`src/design/slom_pkg.sv`:
```
package slom_pkg;
	// ==========================================
	// Register offsets
	localparam logic [7:0] ADDR_MASTER_POLL = 8'h00;
	localparam logic [7:0] ADDR_TX_CTRL     = 8'h15;
	localparam logic [7:0] ADDR_RX_STATUS   = 8'h18;
	localparam logic [7:0] ADDR_RX_IRQ      = 8'h19;
	localparam logic [7:0] ADDR_B2_LOW      = 8'h1a;
	localparam logic [7:0] ADDR_B2_MID      = 8'h1b;
	localparam logic [7:0] ADDR_B2_HIGH     = 8'h1c;
	localparam logic [7:0] ADDR_FEBE_LOW    = 8'h1d;
	localparam logic [7:0] ADDR_FEBE_MID    = 8'h1e;
	localparam logic [7:0] ADDR_FEBE_HIGH   = 8'h1f;
	// ==========================================
	// Field positions
	localparam int BIT_FORCE_ZERO   = 2;
	localparam int BIT_B1_INVERT    = 1;
	localparam int BIT_A1_CORRUPT   = 0;
	localparam int BIT_ONCE_MODE    = 7;
	localparam int BIT_ALARM_STAT   = 1;
	localparam int BIT_RDI_STAT     = 0;
	localparam int IRQ_EN_LSB       = 4;
	localparam int FLAG_FEBE        = 3;
	localparam int FLAG_B2          = 2;
	localparam int FLAG_ALARM       = 1;
	localparam int FLAG_RDI         = 0;
	// ==========================================
	// Widths, reset values, limits
	localparam int CNT_W            = 20;
	localparam int ERR_W            = 5;
	localparam int TXC_W            = 3;
	localparam int IRQ_W            = 4;
	localparam logic [TXC_W-1:0] TX_CTRL_RST = 3'h0;
	localparam logic [IRQ_W-1:0] IRQ_EN_RST  = 4'h0;
	localparam logic [CNT_W-1:0] CNT_RST     = 20'h00000;
	localparam logic [7:0] A1_MSB_MASK       = 8'h80;
	localparam logic [7:0] BYTE_ZERO         = 8'h00;
	localparam logic [ERR_W-1:0] MAX_ERR_STS1  = 5'h08;
	localparam logic [ERR_W-1:0] MAX_ERR_STS3C = 5'h18;
	localparam logic [ERR_W-1:0] ONE_ERR       = 5'h01;
	localparam logic [ERR_W-1:0] NO_ERR        = 5'h00;
endpackage

```
`src/design/slom_top.sv`:
```
// Contract
// Force-zero control drives every outgoing line bit to zero while set.
// Parity-invert control inverts the computed B1 byte before transmission.
// Framing-corrupt control flips A1 MSB, sending 0x76 instead of 0xf6.
// Once-per-frame mode adds exactly one for a frame with B2 errors.
// Otherwise add frame B2 count, at most 8 (STS-1) or 24 (STS-3c).
// Line alarm status reads at bit 1 of status register.
// Remote defect status reads at bit 0 of status register.
// Far-end block error enable bit 7 gates its interrupt.
// Line parity error enable bit 6 gates its interrupt.
// Line alarm enable bit 5 gates interrupt on alarm change.
// Remote defect enable bit 4 gates interrupt on defect change.
// Far-end block error flag bit 3 sets on event, clears on read.
// Line parity flag bit 2 sets on B2 error, clears on read.
// Alarm change flag bit 1 sets on change, clears on read.
// Defect change flag bit 0 sets on change, clears on read.
// 20-bit parity counter, low byte at 0x1a, middle at 0x1b.
// Far-end counter bits 15:8 readable at 0x1e.
// Counter byte write moves count to holding register, restarts, loses nothing.
// Write to address 0x00 polls all counters the same way.
// Interrupt output high while any enabled flag is set.
module slom_top (
	input  wire logic                       i_clock,
	input  wire logic                       i_rstn,
	input  wire logic                       i_cpu_rd,
	input  wire logic                       i_cpu_wr,
	input  wire logic [7:0]                 i_cpu_addr,
	input  wire logic [7:0]                 i_cpu_wdata,
	output logic      [7:0]                 o_cpu_rdata,
	output logic                            o_cpu_rvalid,
	output logic                            o_irq,
	input  wire logic [7:0]                 i_tx_byte,
	input  wire logic                       i_tx_is_a1,
	input  wire logic                       i_tx_is_b1,
	output logic      [7:0]                 o_tx_byte,
	input  wire logic                       i_rate_sts1,
	input  wire logic                       i_rx_frame_end,
	input  wire logic [slom_pkg::ERR_W-1:0] i_rx_b2_errs,
	input  wire logic [slom_pkg::ERR_W-1:0] i_rx_febe_errs,
	input  wire logic                       i_rx_line_alarm,
	input  wire logic                       i_rx_remote_defect
);
	import slom_pkg::*;

	// ==========================================
	// State
	typedef struct packed {
		logic [TXC_W-1:0] tx_ctrl;
		logic             once_mode;
		logic [IRQ_W-1:0] irq_en;
		logic [IRQ_W-1:0] flags;
		logic             alarm_prev;
		logic             rdi_prev;
		logic [CNT_W-1:0] b2_acc;
		logic [CNT_W-1:0] b2_hold;
		logic [CNT_W-1:0] febe_acc;
		logic [CNT_W-1:0] febe_hold;
		logic [7:0]       tx_byte;
		logic [7:0]       rdata;
		logic             rvalid;
		logic             irq;
	} slom_state_t;

	slom_state_t state_q;
	slom_state_t state_d;

	logic [ERR_W-1:0] max_err;
	logic [ERR_W-1:0] b2_clip;
	logic [ERR_W-1:0] febe_clip;
	logic [ERR_W-1:0] b2_inc;
	logic [ERR_W-1:0] febe_inc;
	logic             poll;
	logic             irq_read;
	logic [IRQ_W-1:0] events;

	// ==========================================
	// Frame error increments
	always_comb begin
		max_err   = i_rate_sts1 ? MAX_ERR_STS1 : MAX_ERR_STS3C;
		b2_clip   = (i_rx_b2_errs > max_err) ? max_err : i_rx_b2_errs;
		febe_clip = (i_rx_febe_errs > max_err) ? max_err : i_rx_febe_errs;
		b2_inc    = NO_ERR;
		febe_inc  = NO_ERR;
		if (i_rx_frame_end) begin
			if (state_q.once_mode) begin
				b2_inc = (b2_clip != NO_ERR) ? ONE_ERR : NO_ERR;
			end else begin
				b2_inc = b2_clip;
			end
			febe_inc = febe_clip;
		end
	end

	// Any counter byte write or the master address polls both counters
	always_comb begin
		poll = 1'b0;
		if (!i_cpu_wr) begin
			poll = 1'b0;
		end else if (i_cpu_addr == ADDR_MASTER_POLL) begin
			poll = 1'b1;
		end else if (i_cpu_addr >= ADDR_B2_LOW && i_cpu_addr <= ADDR_FEBE_HIGH) begin
			poll = 1'b1;
		end
	end

	assign irq_read = i_cpu_rd && (i_cpu_addr == ADDR_RX_IRQ);

	always_comb begin
		events             = '0;
		events[FLAG_FEBE]  = i_rx_frame_end && (febe_clip != NO_ERR);
		events[FLAG_B2]    = i_rx_frame_end && (b2_clip != NO_ERR);
		events[FLAG_ALARM] = i_rx_line_alarm != state_q.alarm_prev;
		events[FLAG_RDI]   = i_rx_remote_defect != state_q.rdi_prev;
	end

	// ==========================================
	// Next state
	always_comb begin
		state_d            = state_q;
		state_d.alarm_prev = i_rx_line_alarm;
		state_d.rdi_prev   = i_rx_remote_defect;
		state_d.rvalid     = i_cpu_rd;

		// Transmit byte path; zero forcing has top priority
		state_d.tx_byte = i_tx_byte;
		if (state_q.tx_ctrl[BIT_FORCE_ZERO]) begin
			state_d.tx_byte = BYTE_ZERO;
		end else if (i_tx_is_b1 && state_q.tx_ctrl[BIT_B1_INVERT]) begin
			state_d.tx_byte = ~i_tx_byte;
		end else if (i_tx_is_a1 && state_q.tx_ctrl[BIT_A1_CORRUPT]) begin
			state_d.tx_byte = i_tx_byte ^ A1_MSB_MASK;
		end

		// Counters: in-flight increment goes to holding on poll
		if (poll) begin
			state_d.b2_hold   = state_q.b2_acc + CNT_W'(b2_inc);
			state_d.febe_hold = state_q.febe_acc + CNT_W'(febe_inc);
			state_d.b2_acc    = CNT_RST;
			state_d.febe_acc  = CNT_RST;
		end else begin
			state_d.b2_acc   = state_q.b2_acc + CNT_W'(b2_inc);
			state_d.febe_acc = state_q.febe_acc + CNT_W'(febe_inc);
		end

		// Flags: set wins over clear-on-read
		state_d.flags = (irq_read ? '0 : state_q.flags) | events;

		// Register writes
		if (i_cpu_wr && i_cpu_addr == ADDR_TX_CTRL) begin
			state_d.tx_ctrl = i_cpu_wdata[TXC_W-1:0];
		end else if (i_cpu_wr && i_cpu_addr == ADDR_RX_STATUS) begin
			state_d.once_mode = i_cpu_wdata[BIT_ONCE_MODE];
		end else if (i_cpu_wr && i_cpu_addr == ADDR_RX_IRQ) begin
			state_d.irq_en = i_cpu_wdata[IRQ_EN_LSB +: IRQ_W];
		end

		// Register reads
		state_d.rdata = BYTE_ZERO;
		if (!i_cpu_rd) begin
			state_d.rdata = BYTE_ZERO;
		end else if (i_cpu_addr == ADDR_TX_CTRL) begin
			state_d.rdata = {5'h00, state_q.tx_ctrl};
		end else if (i_cpu_addr == ADDR_RX_STATUS) begin
			state_d.rdata[BIT_ONCE_MODE]  = state_q.once_mode;
			state_d.rdata[BIT_ALARM_STAT] = i_rx_line_alarm;
			state_d.rdata[BIT_RDI_STAT]   = i_rx_remote_defect;
		end else if (i_cpu_addr == ADDR_RX_IRQ) begin
			state_d.rdata = {state_q.irq_en, state_q.flags};
		end else if (i_cpu_addr == ADDR_B2_LOW) begin
			state_d.rdata = state_q.b2_hold[7:0];
		end else if (i_cpu_addr == ADDR_B2_MID) begin
			state_d.rdata = state_q.b2_hold[15:8];
		end else if (i_cpu_addr == ADDR_B2_HIGH) begin
			state_d.rdata = {4'h0, state_q.b2_hold[19:16]};
		end else if (i_cpu_addr == ADDR_FEBE_LOW) begin
			state_d.rdata = state_q.febe_hold[7:0];
		end else if (i_cpu_addr == ADDR_FEBE_MID) begin
			state_d.rdata = state_q.febe_hold[15:8];
		end else if (i_cpu_addr == ADDR_FEBE_HIGH) begin
			state_d.rdata = {4'h0, state_q.febe_hold[19:16]};
		end

		// Enables at bits 7:4 mask flags at bits 3:0
		state_d.irq = |(state_q.flags & state_q.irq_en);
	end

	always_ff @(posedge i_clock or negedge i_rstn) begin
		if (!i_rstn) begin
			state_q <= '0;
		end else begin
			state_q <= state_d;
		end
	end

	assign o_cpu_rdata  = state_q.rdata;
	assign o_cpu_rvalid = state_q.rvalid;
	assign o_irq        = state_q.irq;
	assign o_tx_byte    = state_q.tx_byte;

	// ==========================================
	// Checks
	a_force_zero: assert property (
		@(posedge i_clock) disable iff (!i_rstn)
		state_q.tx_ctrl[BIT_FORCE_ZERO] |=> (o_tx_byte == BYTE_ZERO)
	) else $error("tx byte not zero while forced");

	a_b1_invert: assert property (
		@(posedge i_clock) disable iff (!i_rstn)
		!state_q.tx_ctrl[BIT_FORCE_ZERO] && state_q.tx_ctrl[BIT_B1_INVERT] && i_tx_is_b1
		|=> (o_tx_byte == ~$past(i_tx_byte))
	) else $error("b1 byte not inverted");

	a_a1_corrupt: assert property (
		@(posedge i_clock) disable iff (!i_rstn)
		!state_q.tx_ctrl[BIT_FORCE_ZERO] && !(i_tx_is_b1 && state_q.tx_ctrl[BIT_B1_INVERT])
		&& state_q.tx_ctrl[BIT_A1_CORRUPT] && i_tx_is_a1
		|=> (o_tx_byte == ($past(i_tx_byte) ^ A1_MSB_MASK))
	) else $error("a1 msb not flipped");

	a_once_count: assert property (
		@(posedge i_clock) disable iff (!i_rstn)
		i_rx_frame_end && state_q.once_mode && (i_rx_b2_errs != NO_ERR) && !poll
		|=> (state_q.b2_acc == $past(state_q.b2_acc) + 20'h00001)
	) else $error("once mode did not add one");

	a_sum_count: assert property (
		@(posedge i_clock) disable iff (!i_rstn)
		i_rx_frame_end && !state_q.once_mode && !poll && (i_rx_b2_errs <= MAX_ERR_STS1)
		|=> (state_q.b2_acc == $past(state_q.b2_acc) + CNT_W'($past(i_rx_b2_errs)))
	) else $error("frame error sum wrong");

	a_status_read: assert property (
		@(posedge i_clock) disable iff (!i_rstn)
		i_cpu_rd && (i_cpu_addr == ADDR_RX_STATUS)
		|=> (o_cpu_rdata[1:0] == $past({i_rx_line_alarm, i_rx_remote_defect}))
	) else $error("status bits mismatch");

	a_alarm_flag: assert property (
		@(posedge i_clock) disable iff (!i_rstn)
		(i_rx_line_alarm != state_q.alarm_prev) |=> state_q.flags[FLAG_ALARM]
	) else $error("alarm change not flagged");

	a_febe_flag: assert property (
		@(posedge i_clock) disable iff (!i_rstn)
		i_rx_frame_end && (i_rx_febe_errs != NO_ERR) |=> state_q.flags[FLAG_FEBE]
	) else $error("far-end error not flagged");

	a_flag_clear: assert property (
		@(posedge i_clock) disable iff (!i_rstn)
		irq_read && (events == '0) |=> (state_q.flags == '0)
	) else $error("flags not cleared by read");

	a_irq_out: assert property (
		@(posedge i_clock) disable iff (!i_rstn)
		|(state_q.flags & state_q.irq_en) |=> o_irq
	) else $error("irq missing for enabled flag");

	a_irq_quiet: assert property (
		@(posedge i_clock) disable iff (!i_rstn)
		((state_q.flags & state_q.irq_en) == '0) |=> !o_irq
	) else $error("irq without enabled flag");

	a_poll_hold: assert property (
		@(posedge i_clock) disable iff (!i_rstn)
		poll |=> (state_q.b2_acc == CNT_RST)
		&& (state_q.b2_hold == $past(state_q.b2_acc) + CNT_W'($past(b2_inc)))
	) else $error("poll transfer wrong");

	a_febe_poll: assert property (
		@(posedge i_clock) disable iff (!i_rstn)
		poll |=> (state_q.febe_acc == CNT_RST)
		&& (state_q.febe_hold == $past(state_q.febe_acc) + CNT_W'($past(febe_inc)))
	) else $error("far-end poll transfer wrong");

	a_rdi_flag: assert property (
		@(posedge i_clock) disable iff (!i_rstn)
		(i_rx_remote_defect != state_q.rdi_prev) |=> state_q.flags[FLAG_RDI]
	) else $error("defect change not flagged");

	a_b2_flag: assert property (
		@(posedge i_clock) disable iff (!i_rstn)
		i_rx_frame_end && (i_rx_b2_errs != NO_ERR) |=> state_q.flags[FLAG_B2]
	) else $error("parity error not flagged");

	a_flag_hold: assert property (
		@(posedge i_clock) disable iff (!i_rstn)
		!irq_read |=> ((state_q.flags & $past(state_q.flags)) == $past(state_q.flags))
	) else $error("flag dropped without read");

	a_clip_slow: assert property (
		@(posedge i_clock) disable iff (!i_rstn)
		i_rx_frame_end && !state_q.once_mode && !poll
		&& i_rate_sts1 && (i_rx_b2_errs > MAX_ERR_STS1)
		|=> (state_q.b2_acc == $past(state_q.b2_acc) + CNT_W'(MAX_ERR_STS1))
	) else $error("low rate clip wrong");

	a_clip_fast: assert property (
		@(posedge i_clock) disable iff (!i_rstn)
		i_rx_frame_end && !state_q.once_mode && !poll
		&& !i_rate_sts1 && (i_rx_b2_errs > MAX_ERR_STS3C)
		|=> (state_q.b2_acc == $past(state_q.b2_acc) + CNT_W'(MAX_ERR_STS3C))
	) else $error("high rate clip wrong");

	a_acc_stable: assert property (
		@(posedge i_clock) disable iff (!i_rstn)
		!i_rx_frame_end && !poll |=> $stable(state_q.b2_acc) && $stable(state_q.febe_acc)
	) else $error("counter moved without frame");

	a_tx_pass: assert property (
		@(posedge i_clock) disable iff (!i_rstn)
		!state_q.tx_ctrl[BIT_FORCE_ZERO] && !(i_tx_is_b1 && state_q.tx_ctrl[BIT_B1_INVERT])
		&& !(i_tx_is_a1 && state_q.tx_ctrl[BIT_A1_CORRUPT])
		|=> (o_tx_byte == $past(i_tx_byte))
	) else $error("tx byte altered without control");

	a_ctrl_write: assert property (
		@(posedge i_clock) disable iff (!i_rstn)
		i_cpu_wr && (i_cpu_addr == ADDR_TX_CTRL)
		|=> (state_q.tx_ctrl == $past(i_cpu_wdata[TXC_W-1:0]))
	) else $error("control write lost");

	a_enable_write: assert property (
		@(posedge i_clock) disable iff (!i_rstn)
		i_cpu_wr && (i_cpu_addr == ADDR_RX_IRQ)
		|=> (state_q.irq_en == $past(i_cpu_wdata[IRQ_EN_LSB +: IRQ_W]))
	) else $error("enable write lost");

	a_irq_read: assert property (
		@(posedge i_clock) disable iff (!i_rstn)
		irq_read |=> (o_cpu_rdata == $past({state_q.irq_en, state_q.flags}))
	) else $error("interrupt register read wrong");

	a_b2_low_read: assert property (
		@(posedge i_clock) disable iff (!i_rstn)
		i_cpu_rd && (i_cpu_addr == ADDR_B2_LOW)
		|=> (o_cpu_rdata == $past(state_q.b2_hold[7:0]))
	) else $error("parity count low byte wrong");

	a_febe_mid_read: assert property (
		@(posedge i_clock) disable iff (!i_rstn)
		i_cpu_rd && (i_cpu_addr == ADDR_FEBE_MID)
		|=> (o_cpu_rdata == $past(state_q.febe_hold[15:8]))
	) else $error("far-end count middle byte wrong");

	a_read_answer: assert property (
		@(posedge i_clock) disable iff (!i_rstn)
		i_cpu_rd |=> o_cpu_rvalid
	) else $error("read not answered");

	a_read_idle: assert property (
		@(posedge i_clock) disable iff (!i_rstn)
		!i_cpu_rd |=> !o_cpu_rvalid && (o_cpu_rdata == BYTE_ZERO)
	) else $error("read answer without request");

endmodule

```
`config.mk`:
```
export PLATFORM = sky130hd
export DESIGN_NAME = slom_top
export DESIGN_NICKNAME = d
export VERILOG_FILES = /design/src/design/slom_pkg.sv /design/src/design/slom_top.sv
export SDC_FILE = /design/constraint.sdc
export NUM_CORES = 1
export LEC_CHECK = 0
export BUFFER_PORTS_ARGS = -buffer_cell sky130_fd_sc_hd__buf_2
export CORE_MARGIN = 3
export CORE_UTILIZATION = 44
export CTS_CLUSTER_DIAMETER = 200
export DETAILED_ROUTE_END_ITERATION = 7
export GPL_TIMING_DRIVEN = 0
export HOLD_SLACK_MARGIN = 0.02
export PLACE_DENSITY = 0.63
export RECOVER_POWER = 25
export SYNTH_ARGS = -nofsm -noshare
export SYNTH_HDL_FRONTEND = slang
export SYNTH_SLANG_ARGS = --single-unit
```
`constraint.sdc`:
```
create_clock -name i_clock -period 2.91 [get_ports i_clock]
set_clock_uncertainty 0.1 [all_clocks]
set_input_delay 0 -clock i_clock [delete_from_list [all_inputs] [get_ports i_clock]]
set_output_delay 0 -clock i_clock [all_outputs]
set_load 0.005 [all_outputs]
```
==> metrics.md, run 1 <==
| Metric | Value |
|---|---|
| Result of the run | complete, no violations |
| Effective utilization at floorplan | 45.94% |
| Number of cells on the worst hold path | 4 |
| Global route overflow | 0 |
| CP Max Fanout | 4 |
| DR WL/cell | 16.16 um |
| Sink count of the clock tree | 112 |
| Vias per cell | 5.189 |
| Sequential-to-total area share from yosys stat | 49.76% |
| Number of synthesized flops with an enable pin | 0 |
| Die area | 14200 um2 |
| Most common flop cell mapped by yosys | sky130_fd_sc_hd__dfrtp_1 |
| Type of origin of the critical path | primary input |
| Measured slew at the worst slew-check pin | 1345 ps |
| Worst-case vdd ir drop | 275.3 uV |
| TritonCTS clock tree | yes |
| Count of H-tree levels built during CTS | 3 |
| Cell with the biggest individual delay on the critical path | sky130_fd_sc_hd__fa_1 |
| Number of setup violations in the final report | 0 |
| Maximum number of buffers from clock root to sink | 2 |
| Total routed wirelength | 13330 um |
| CP Class | in -> reg |
| Total count of max-transition violations in the final report | 0 |
| Port Buffer Count | 60 |
| Gate count after technology mapping | 546 |
| Number of cells on the critical path | 15 |
| Most frequently used cell type in the post-synthesis netlist | sky130_fd_sc_hd__dfrtp_1 |
| Reg clk slew, reported paths | 70 ps |
| Synth Register Bits | 112 |
| Vias in the first global route | 4457 |
| Max incr delay on CP | 390 ps |
| Final Net Count | 710 |
| Power density over the cells | 639.9 nW/um2 |
| Yosys warnings | 0 |
| Number of standard cells in the layout, taps in and fillers out | 825 |
| Number of max-cap violations | 0 |
| Setup repair after global routing missed its margin | false |
| Worst hold-check path type | in -> reg |
| Layout-stage area growth over the synthesis result | 21.24% |
| Post-synth top cells | sky130_fd_sc_hd__dfrtp_1, sky130_fd_sc_hd__nand2_1, sky130_fd_sc_hd__nor2_1, sky130_fd_sc_hd__xor2_1, sky130_fd_sc_hd__o21ai_2 |
| Share of async-settable or async-resettable flops after synthesis | 100.0% |
| GRT Resource Usage Total | 19.71% |
| Clock latency on the worst-skew pair | 350 ps |
| Number of buffers created by CTS | 9 |
| Initial antenna violation count | 0 |
| GPL Wtd Cong | 0.8515 |
| CP Cell Sequence | buf_2 > ha_1 > nand2_1 > mux2i_1 > a21oi_1 > nor2_1 > ha_1 > inv_1 > fa_1 > nor2b_1 > o31a_1 > buf_4 > o2111ai_1 > xor2_1 > nor2_1 |
| Synth cell types | 52 |
| Wire length of the first global-routing pass | 22430 um |
| Antenna viol nets, final | 0 |
| Fill count | 1079 |
| Total number of vias | 4281 |
| Worst slack on hold paths | 24.38 ps |
| Pin count of the biggest net entering global routing | 62 |
| FMAX | 372.5 MHz |
| WP data arrival | 2810 ps |
| Clock period minus worst slack | 2685 ps |
| Number of detailed-route iterations in the first pass | 4 |
| Worst setup EP type | register |
| Count of buffer and inverter cells on the critical path | 3 |
| Final clock period utilization by the worst path | 92.25% |
| Floorplan die height | 119.1 um |
| Synthesized netlist net count | 604 |
| Family with the most delay on the worst path | adder cells |
| Path depth of the worst reg2reg path | 11 |
| Average size of a mapped cell | 10.32 um2 |
| Clock Tree Root | sky130_fd_sc_hd__clkbuf_16 |
| Number of DRC violations after detailed-routing iteration 0 | 329 |
| HPWL reported at the end of detailed placement | 9877 um |
| Proportion of netlist area held by the largest area contributor | 49.76% |
| Die span in x | 119.1 um |
| Crit path required time | 3030 ps |
| Leakage dissipation | 3.214 nW |
| Count of unresolved DRC violations after routing | 0 |
| Site Rows | 40 |
| Placeable core region | 12260 um2 |
| Cell accounting for the most synthesized area | sky130_fd_sc_hd__dfrtp_1 |
| Worst-case headroom to the max-slew limit | 10.34% |
| Cell Count Post-Placement | 775 |
| Io pins | 62 |
| Layout cells sized above 1 | 22.07% |
| Synthesized cell area | 5633 um2 |
| Count of final hold-check violations | 0 |
| Ant. Diodes | 0 |
| Leading cell types by total area after synthesis | sky130_fd_sc_hd__dfrtp_1, sky130_fd_sc_hd__xor2_1, sky130_fd_sc_hd__nand2_1 |
==> final cells by class <==
| type | count | area, um2 | area share (%) |
|---|---|---|---|
| buffer | 38 | 270.3 | 3.957 |
| clock buffer | 11 | 242.7 | 3.554 |
| clock inverter | 5 | 80.08 | 1.173 |
| inverter | 5 | 18.77 | 0.2748 |
| multi-input combinational | 391 | 2546 | 37.28 |
| sequential | 112 | 2803 | 41.04 |
| tap | 168 | 210.2 | 3.078 |
| timing repair buffer | 95 | 658.1 | 9.637 |
==> registers in the layout (all words and copies together), names as in the netlist <==
register	flops
o_tx_byte	8
o_cpu_rvalid	1
state_q	94
o_irq	1
o_cpu_rdata	8
==> metal layers <==
metal  track usage, %  up-vias  share of wire [%]
met1            28.43     2080                 49
met4            4.490        0                1.4
li1                 -     2099                  -
met5                0        -                  0
met2            31.01       85                 45
met3            3.704       17                4.0
==> through the flow <==
stage	util, %	power [W]	setup slack, ps	cell area (um2)	setup TNS [ps]
final	55.69	0.004370	225.4	6829	0
after global placement	50.10	0.002974	-280.3	6143	-2942
after floorplan	-	0.002666	486.3	5633	0
after detailed placement	50.35	0.003015	-303.6	6173	-3521
after CTS	55.59	0.004383	167.2	6817	0
after global routing	55.69	0.004629	27.22	6829	0
==> layout by cell type (no fill, tap or decap), types with 8 or more instances in the layout <==
| cell | netlist | routed |
|---|---|---|
| sky130_fd_sc_hd__xor2_1 | 38 | 38 |
| sky130_fd_sc_hd__ha_1 | 12 | 12 |
| sky130_fd_sc_hd__mux2_2 | 11 | 11 |
| sky130_fd_sc_hd__and3_1 | 11 | 11 |
| sky130_fd_sc_hd__buf_2 | 6 | 61 |
| sky130_fd_sc_hd__o21ai_1 | 14 | 14 |
| sky130_fd_sc_hd__nor2_1 | 62 | 62 |
| sky130_fd_sc_hd__nand3_1 | 10 | 10 |
| sky130_fd_sc_hd__buf_4 | 18 | 18 |
| sky130_fd_sc_hd__o21ai_0 | 13 | 13 |
| sky130_fd_sc_hd__and2_1 | 8 | 8 |
| sky130_fd_sc_hd__dfrtp_1 | 112 | 112 |
| sky130_fd_sc_hd__nand4_1 | 11 | 11 |
| sky130_fd_sc_hd__a21oi_1 | 18 | 18 |
| sky130_fd_sc_hd__nand2_1 | 75 | 75 |
| sky130_fd_sc_hd__a22oi_1 | 8 | 8 |
| sky130_fd_sc_hd__clkbuf_16 | 0 | 9 |
| sky130_fd_sc_hd__o21ai_2 | 20 | 20 |
| sky130_fd_sc_hd__dlygate4sd3_1 | 0 | 32 |
| sky130_fd_sc_hd__clkbuf_1 | 6 | 11 |
==> worst register-to-register path: cells and delay by family (launching register included) <==
family | cells | cell delay [ps]
adders and majority gates | 2 | 590
DFF | 1 | 490
AOI/OAI and AO/OA | 3 | 390
and+or+nand+nor | 3 | 350
xor gates and xnor gates | 1 | 340
buffers and inverters | 2 | 210
==> worst paths after layout <==
path                                     from              to  slack, ps
worst max-delay path              i_rate_sts1     state_q[86]        230
worst min-delay path            i_cpu_addr[4]  o_cpu_rdata[0]         20
worst max register to register   state_q[108]     state_q[86]        320
worst min register to register    state_q[62]     state_q[62]        390
max in group asynchronous              i_rstn     state_q[36]       1410
min in group asynchronous              i_rstn    state_q[105]        390
==> what timing repair did <==
item | in CTS | in global routing
gates resized for setup | 0 | 1
hold endpoints to repair | 82 | 0
endpoints found under the setup margin | 0 | 14
hold buffers | 32 | 0
setup buffers | 0 | 2
==> where the power goes <==
part	internal (W)	total [W]	switching, W
registers	0.00182	0.00199	0.000176
logic	0.000431	0.00103	0.000603
clock network	0.000778	0.00134	0.000564
total	0.00303	0.00437	0.00134
==> logic make-up after synthesis <==
logic type / count (synthesis) / synth area share [%]
adders and majority gates: 14 / 3.376
and+or+nand+nor: 206 / 16.99
AOI/OAI and AO/OA: 108 / 13.13
buffers and inverters: 43 / 5.131
muxes: 21 / 5.087
DFF: 112 / 49.76
xor gates and xnor gates: 42 / 6.530
No activity file was read; power rests on OpenSTA's default activity.
==> run 2, diff against run 1 <==
- RECOVER_POWER: 25 -> unset
==> run 2 against run 1 <==
Compared with the run above:
- clock power hardly changed
- cell count stayed put
- worst setup slack worse by 3.0 ps
- critical path type unchanged
- maximum frequency is 0.11% lower
- critical endpoint unchanged
==> metrics.md, run 2 (same netlist as run 1, synthesis figures left out) <==
| Metric | Value |
|---|---|
| Area of combinational cells with multiple inputs | 2546 um2 (unchanged) |
| Count of unresolved DRC violations after routing | 0 (unchanged) |
| Fill count | 1075 (was 1079) |
| Maximum number of buffers from clock root to sink | 2 (unchanged) |
| GPL Wtd Cong | 0.8515 (unchanged) |
| Vias in the first global route | 4457 (unchanged) |
| Result of the run | complete, no violations (unchanged) |
| Endpoint, Worst Hold | o_cpu_rdata[0] (unchanged) |
| Total routed wirelength | 13260 um (was 13330 um) |
| Worst setup EP type | register (unchanged) |
| Setup repair after global routing missed its margin | false (unchanged) |
| Layout cells sized above 1 | 22.68% (was 22.07%) |
| Measured slew at the worst slew-check pin | 681.1 ps (was 1345 ps) |
| Number of cells on the worst hold path | 4 (unchanged) |
| Io pins | 62 (unchanged) |
| Count of buffer and inverter cells on the critical path | 3 (unchanged) |
| Worst hold-check path type | in -> reg (unchanged) |
| Number of setup violations in the final report | 0 (unchanged) |
| Number of buffers created by CTS | 9 (unchanged) |
| Total count of max-transition violations in the final report | 0 (unchanged) |
| CP Cell Sequence | buf_2 > ha_1 > nand2_1 > mux2i_1 > a21oi_1 > nor2_1 > ha_1 > inv_1 > fa_1 > nor2b_1 > o31a_1 > buf_4 > o2111ai_1 > xor2_1 > nor2_1 (unchanged) |
| Sequential cell area | 2803 um2 (unchanged) |
| Largest register by flop count | state_q (unchanged) |
| Number of DRC violations after detailed-routing iteration 0 | 321 (was 329) |
| Count of final hold-check violations | 0 (unchanged) |
| Reg clk slew, reported paths | 70 ps (about the same) |
| Clock Tree Root | sky130_fd_sc_hd__clkbuf_16 (unchanged) |
| Worst slack on hold paths | 26.75 ps (was 24.38 ps) |
| FMAX | 372.1 MHz (was 372.5 MHz) |
| Worst-case headroom to the max-slew limit | 54.59% (was 10.34%) |
| Count of H-tree levels built during CTS | 3 (unchanged) |
| Max incr delay on CP | 390 ps (about the same) |
| Number of detailed-route iterations in the first pass | 6 (was 4) |
| DR WL/cell | 16.07 um (was 16.16 um) |
| Wire length on met3 | 528 um (was 539 um) |
| Met2 WL | 6075 um (was 6047 um) |
| Hold Startpoint | i_cpu_addr[4] (unchanged) |
| Crit path required time | 3030 ps (about the same) |
| Global route overflow | 0 (unchanged) |
| Post-Route M1 WL | 6487 um (was 6556 um) |
| Clock period minus worst slack | 2688 ps (was 2685 ps) |
| Cell Count Post-Placement | 775 (unchanged) |
| Ant. Diodes | 0 (unchanged) |
| Wire length of the first global-routing pass | 22430 um (unchanged) |
| HPWL reported at the end of detailed placement | 9877 um (unchanged) |
| Reg-to-reg slack, setup | 330 ps (was 320 ps) |
| CP Class | in -> reg (unchanged) |
| Final core occ | 55.76% (was 55.69%) |
| Most common library cell in the layout ignoring fill and taps | sky130_fd_sc_hd__dfrtp_1 (unchanged) |
| Site Rows | 40 (unchanged) |
| Power density over the cells | 638.6 nW/um2 (was 639.9 nW/um2) |
| Path depth of the worst reg2reg path | 11 (unchanged) |
| Flip-flop count of the largest register after layout | 94 (unchanged) |
| Launch point of the worst reg-to-reg path | state_q[108] (unchanged) |
| Type of origin of the critical path | primary input (unchanged) |
| Number of standard cells in the layout, taps in and fillers out | 825 (unchanged) |
| Die area | 14200 um2 (unchanged) |
| Cell with the biggest individual delay on the critical path | sky130_fd_sc_hd__fa_1 (unchanged) |
| Pin count of the biggest net entering global routing | 62 (unchanged) |
| Die span in x | 119.1 um (unchanged) |
| Layout-stage area growth over the synthesis result | 21.37% (was 21.24%) |
| Total number of vias | 4281 (unchanged) |
| Clock latency on the worst-skew pair | 340 ps (was 350 ps) |
| Vias per cell | 5.189 (unchanged) |
| GRT Resource Usage Total | 19.71% (unchanged) |
| Capture point of the worst reg-to-reg path | state_q[86] (unchanged) |
| Most frequent cells in the layout | sky130_fd_sc_hd__dfrtp_1, sky130_fd_sc_hd__nand2_1, sky130_fd_sc_hd__buf_2 (was sky130_fd_sc_hd__dfrtp_1, sky130_fd_sc_hd__nand2_1, sky130_fd_sc_hd__nor2_1) |
| Final clock period utilization by the worst path | 92.36% (was 92.25%) |
| Effective utilization at floorplan | 45.94% (unchanged) |
| Placeable core region | 12260 um2 (unchanged) |
| Initial antenna violation count | 0 (unchanged) |
| Sink count of the clock tree | 112 (unchanged) |
| Worst-case vdd ir drop | 272.4 uV (was 275.3 uV) |
| Port Buffer Count | 60 (unchanged) |
| Number of max-cap violations | 0 (unchanged) |
| TritonCTS clock tree | yes (unchanged) |
| WP data arrival | 2810 ps (about the same) |
| Floorplan die height | 119.1 um (unchanged) |
| Antenna viol nets, final | 0 (unchanged) |
| Family with the most delay on the worst path | adder cells (unchanged) |
| Highest metal used | met4 (unchanged) |
| Setup TNS | 0 ps (unchanged) |
| Leakage dissipation | 3.228 nW (was 3.214 nW) |
| CP Max Fanout | 4 (unchanged) |
| Final Net Count | 710 (unchanged) |
==> run 2: cell count changes in the layout (fill, tap and decap cells not counted) <==
cell | before | now
sky130_fd_sc_hd__buf_2 | 61 | 65
sky130_fd_sc_hd__clkbuf_4 | 2 | 0
sky130_fd_sc_hd__buf_4 | 18 | 21
sky130_fd_sc_hd__clkbuf_2 | 1 | 0
sky130_fd_sc_hd__clkbuf_1 | 11 | 7
==> run 2: repair_timing <==
action                     CTS  global route
setup buffers                0             2
setup endpoints to repair    0            14
hold endpoints to repair    82             0
resized for setup            0             1
hold buffers                32             0
==> run 2: final cells by class <==
| class | instances | share of cell area (%) |
|---|---|---|
| inverters | 5 | 0.2745 |
| multi-input cells | 391 | 37.24 |
| plain buffers | 38 | 3.953 |
| clock buffers | 11 | 3.551 |
| well taps | 168 | 3.075 |
| clock inverters | 5 | 1.171 |
| flip-flops and latches | 112 | 41.00 |
| repair buffers | 95 | 9.736 |
==> run 2: worst max-delay path by stage <==
stage / startpoint / endpoint / slack (ps) / depth (start not counted)
after floorplan: i_rate_sts1 / state_q[66] / 490 / 13
after global placement: i_rx_b2_errs[0] / state_q[86] / -280 / 12
after detailed placement: i_rx_b2_errs[0] / state_q[86] / -300 / 12
after CTS: i_rate_sts1 / state_q[86] / 170 / 14
after global routing: i_rate_sts1 / state_q[66] / 30 / 15
final: i_rate_sts1 / state_q[86] / 220 / 15
==> run 2: metrics by stage <==
step / setup slack (ps) / total power, W / cell area, um2
2_1_floorplan: 486.3 / 0.002666 / 5633
3_3_place_gp: -280.3 / 0.002974 / 6143
3_5_place_dp: -303.6 / 0.003015 / 6173
4_1_cts: 167.2 / 0.004383 / 6817
5_1_grt: 27.22 / 0.004630 / 6837
6_report: 222.4 / 0.004366 / 6837
==> run 2: report_power, final <==
group | internal, W | switching (W) | total [W]
Sequential | 0.00182 | 0.000176 | 0.00199
Combinational | 0.000432 | 0.000603 | 0.00104
Clock | 0.000778 | 0.000559 | 0.00134
==> run 2: layer usage <==
metal  vias to the layer above  global-route usage [%]
met4                         0                   4.490
met1                      2086                   28.43
met3                        12                   3.704
met5                         -                       0
met2                        85                   31.01
li1                       2098                       -
==> run 2: tightest hold or removal path: cells and delay by family <==
family | cells | cell delay, ps
buffers and inverters | 1 | 120
AND/OR/NAND/NOR | 2 | 230
AO/OA/AOI/OAI | 1 | 70
==> run 3, diff against run 2 <==
- CELL_PAD_IN_SITES_DETAIL_PLACEMENT: unset -> 2
- CELL_PAD_IN_SITES_GLOBAL_PLACEMENT: unset -> 2
- CORE_UTILIZATION: 44 -> 38
- PLACE_DENSITY: 0.63 -> 0.8
- SLEW_MARGIN: unset -> 20
==> run 3 against run 2 <==
Compared with the run above:
- count of clock-buffer cells in the layout is 2 higher
- sequential cell count stayed put
- clock power is 9.7% lower
- via count is 7.9% higher
- routed wire length is 47% higher
- hold slack better by 38 ps
- combinational power is 12% higher
- sequential power hardly changed
- non-clock buffer count stayed put
- maximum frequency is 0.97% lower
- first-iteration DRC count is 36% lower
- die area is 15% higher
- critical endpoint is now state_q[66]
==> metrics.md, run 3 (same netlist as run 1, synthesis figures left out) <==
| Metric | Value |
|---|---|
| Result of the run | complete, no violations (unchanged) |
| Die span in x | 127.8 um (was 119.1 um) |
| Count of final hold-check violations | 0 (unchanged) |
| Total number of vias | 4618 (was 4281) |
| Wire length on met3 | 803 um (was 528 um) |
| Area of combinational cells with multiple inputs | 2569 um2 (was 2546 um2) |
| WP data arrival | 2910 ps (was 2810 ps) |
| Sw Pwr | 0.001502 W (was 0.001338 W) |
| Total count of max-transition violations in the final report | 0 (unchanged) |
| Cell with the biggest individual delay on the critical path | sky130_fd_sc_hd__fa_1 (unchanged) |
| Worst-case headroom to the max-slew limit | 41.98% (was 54.59%) |
| Capture point of the worst reg-to-reg path | state_q[71] (was state_q[86]) |
| Maximum number of buffers from clock root to sink | 2 (unchanged) |
| Count of H-tree levels built during CTS | 3 (unchanged) |
| Max incr delay on CP | 410 ps (was 390 ps) |
| Fill count | 1481 (was 1075) |
| Number of DRC violations after detailed-routing iteration 0 | 206 (was 321) |
| Worst setup EP type | register (unchanged) |
| Flip-flop count of the largest register after layout | 94 (unchanged) |
| GPL Wtd Cong | 0.8076 (was 0.8515) |
| Power share of the sequential group | 46.0% (was 45.7%) |
| Final clock period utilization by the worst path | 93.26% (was 92.36%) |
| Path depth of the worst reg2reg path | 9 (was 11) |
| Reg-to-reg slack, setup | 240 ps (was 330 ps) |
| Post-Route M1 WL | 8167 um (was 6487 um) |
| Most frequent cell on the critical path | sky130_fd_sc_hd__ha_1 |
| CP Cell Sequence | buf_2 > ha_1 > nand2_1 > mux2i_4 > a21oi_1 > nor2_1 > ha_1 > inv_1 > fa_1 > nor2b_2 > o31a_1 > buf_12 > o2111ai_1 > xor2_1 > buf_4 > o21ai_2 (was buf_2 > ha_1 > nand2_1 > mux2i_1 > a21oi_1 > nor2_1 > ha_1 > inv_1 > fa_1 > nor2b_1 > o31a_1 > buf_4 > o2111ai_1 > xor2_1 > nor2_1) |
| Sequential cell area | 2803 um2 (unchanged) |
| Antenna viol nets, final | 0 (unchanged) |
| Total routed wirelength | 19490 um (was 13260 um) |
| Wire length of the first global-routing pass | 31260 um (was 22430 um) |
| Reg clk slew, reported paths | 80 ps (was 70 ps) |
| Ant. Diodes | 0 (unchanged) |
| Pin count of the biggest net entering global routing | 76 (was 62) |
| Layout-stage area growth over the synthesis result | 21.59% (was 21.37%) |
| Floorplan die height | 127.8 um (was 119.1 um) |
| Global route overflow | 0 (unchanged) |
| Number of setup violations in the final report | 0 (unchanged) |
| Io pins | 62 (unchanged) |
| Initial antenna violation count | 0 (unchanged) |
| Met2 WL | 10040 um (was 6075 um) |
| Endpoint, Worst Hold | state_q[18] (was o_cpu_rdata[0]) |
| Port Buffer Count | 60 (unchanged) |
| Site Rows | 43 (was 40) |
| Clock Tree Root | sky130_fd_sc_hd__clkbuf_16 (unchanged) |
| Power density over the cells | 640.7 nW/um2 (was 638.6 nW/um2) |
| Largest register by flop count | state_q (unchanged) |
| Most common library cell in the layout ignoring fill and taps | sky130_fd_sc_hd__dfrtp_1 (unchanged) |
| Worst-case vdd ir drop | 281.8 uV (was 272.4 uV) |
| Type of origin of the critical path | primary input (unchanged) |
| Worst hold-check path type | in -> reg (unchanged) |
| Layout cells sized above 1 | 22.83% (was 22.68%) |
| CP Max Fanout | 8 (was 4) |
| Launch point of the worst reg-to-reg path | state_q[108] (unchanged) |
| CP Class | in -> reg (unchanged) |
| HPWL reported at the end of detailed placement | 12960 um (was 9877 um) |
| Cell-internal power | 0.002886 W (was 0.003028 W) |
| GRT Resource Usage Total | 24.95% (was 19.71%) |
| Final Net Count | 710 (unchanged) |
| Number of buffers created by CTS | 9 (unchanged) |
| Hold Startpoint | i_rx_febe_errs[0] (was i_cpu_addr[4]) |
| Vias in the first global route | 5550 (was 4457) |
| Power share of the combinational group | 26.5% (was 23.7%) |
| Crit path required time | 3100 ps (was 3030 ps) |
| Leakage dissipation | 3.211 nW (was 3.228 nW) |
| Count of unresolved DRC violations after routing | 0 (unchanged) |
| Net switching share of the total power | 34.23% (was 30.65%) |
| Die area | 16320 um2 (was 14200 um2) |
| Sink count of the clock tree | 112 (unchanged) |
| FMAX | 368.5 MHz (was 372.1 MHz) |
| Setup TNS | 0 ps (unchanged) |
| Number of cells on the worst hold path | 5 (was 4) |
| TritonCTS clock tree | yes (unchanged) |
| Placeable core region | 14200 um2 (was 12260 um2) |
| Effective utilization at floorplan | 39.66% (was 45.94%) |
| Clock network power share | 27.5% (was 30.6%) |
| Clock latency on the worst-skew pair | 360 ps (was 340 ps) |
| Worst slack on hold paths | 64.78 ps (was 26.75 ps) |
| Most frequent cells in the layout | sky130_fd_sc_hd__dfrtp_1, sky130_fd_sc_hd__nand2_1, sky130_fd_sc_hd__buf_2 (unchanged) |
| Measured slew at the worst slew-check pin | 867.4 ps (was 681.1 ps) |
| Clock period minus worst slack | 2714 ps (was 2688 ps) |
| Highest metal used | met4 (unchanged) |
| DR WL/cell | 23.28 um (was 16.07 um) |
| Vias per cell | 5.517 (was 5.189) |
| Number of max-cap violations | 0 (unchanged) |
| Number of detailed-route iterations in the first pass | 4 (was 6) |
## run 3: changes by cell type in the layout (fill, tap and decap cells not counted), sizes merged
cell         change
bufinv           -2
clkbuf           +1
clkinvlp         -1
dlygate4sd3      +1
inv              +1
## run 3: area by class of cell
| type | count | area share [%] |
|---|---|---|
| sequential | 112 | 40.92 |
| multi-input combinational | 391 | 37.50 |
| timing repair buffer | 96 | 10.10 |
| buffer | 37 | 3.891 |
| clock buffer | 13 | 3.654 |
| tap | 180 | 3.288 |
| clock inverter | 3 | 0.3654 |
| inverter | 5 | 0.2740 |
## run 3: power by group through the flow
stage               registers (W)  clock network (W)  logic, W
CTS                       0.00201            0.00123   0.00112
finish                    0.00202            0.00121   0.00116
detailed placement        0.00203                  0   0.00107
global route              0.00205            0.00130   0.00129
floorplan                 0.00196                  0  0.000703
global placement          0.00202                  0  0.000982
## run 3: per-layer routing
metal,vias to the layer above,global-route usage (%)
li1,2092,-
met1,2400,30.21
met5,-,0
met4,0,6.991
met3,33,5.625
met2,93,44.55
## run 3: worst max path at each step
stage	start	cells past startpoint	to
after floorplan	i_rate_sts1	13	state_q[66]
after global placement	i_rx_b2_errs[0]	12	state_q[84]
after detailed placement	i_rx_b2_errs[0]	12	state_q[86]
after CTS	i_rate_sts1	14	state_q[84]
after global routing	i_rate_sts1	16	state_q[66]
final	i_rate_sts1	16	state_q[66]
## run 3: worst max-delay path, delay by kind of cell
kind / cells / cell delay [ps]
multiplexers: 1 / 290
buffers and inverters: 4 / 510
adder cells (fa/ha/maj): 3 / 940
AO/OA/AOI/OAI: 4 / 520
AND/OR/NAND/NOR: 3 / 440
XOR/XNOR: 1 / 190
## run 3: metrics by stage
stage | utilization, % | area (um2) | worst slack, ps | instances | power (W)
final | 48.22 | 6849 | 196.1 | 837 | 0.004388
after global placement | 43.36 | 6158 | -232.3 | 786 | 0.002999
after CTS | 47.89 | 6803 | 99.41 | 836 | 0.004364
after floorplan | - | 5633 | 486.3 | 546 | 0.002666
after global routing | 48.22 | 6849 | -14.70 | 837 | 0.004637
after detailed placement | 43.60 | 6192 | -347.3 | 787 | 0.003100
## run 3: what timing repair did
| action | 4_1_cts | 5_1_grt |
|---|---|---|
| resized for setup | 1 | 5 |
| hold buffers | 33 | 0 |
| endpoints found under the setup margin | 3 | 21 |
| setup buffers | 0 | 2 |
| pin swaps | 0 | 1 |
| hold endpoints to repair | 143 | 0 |
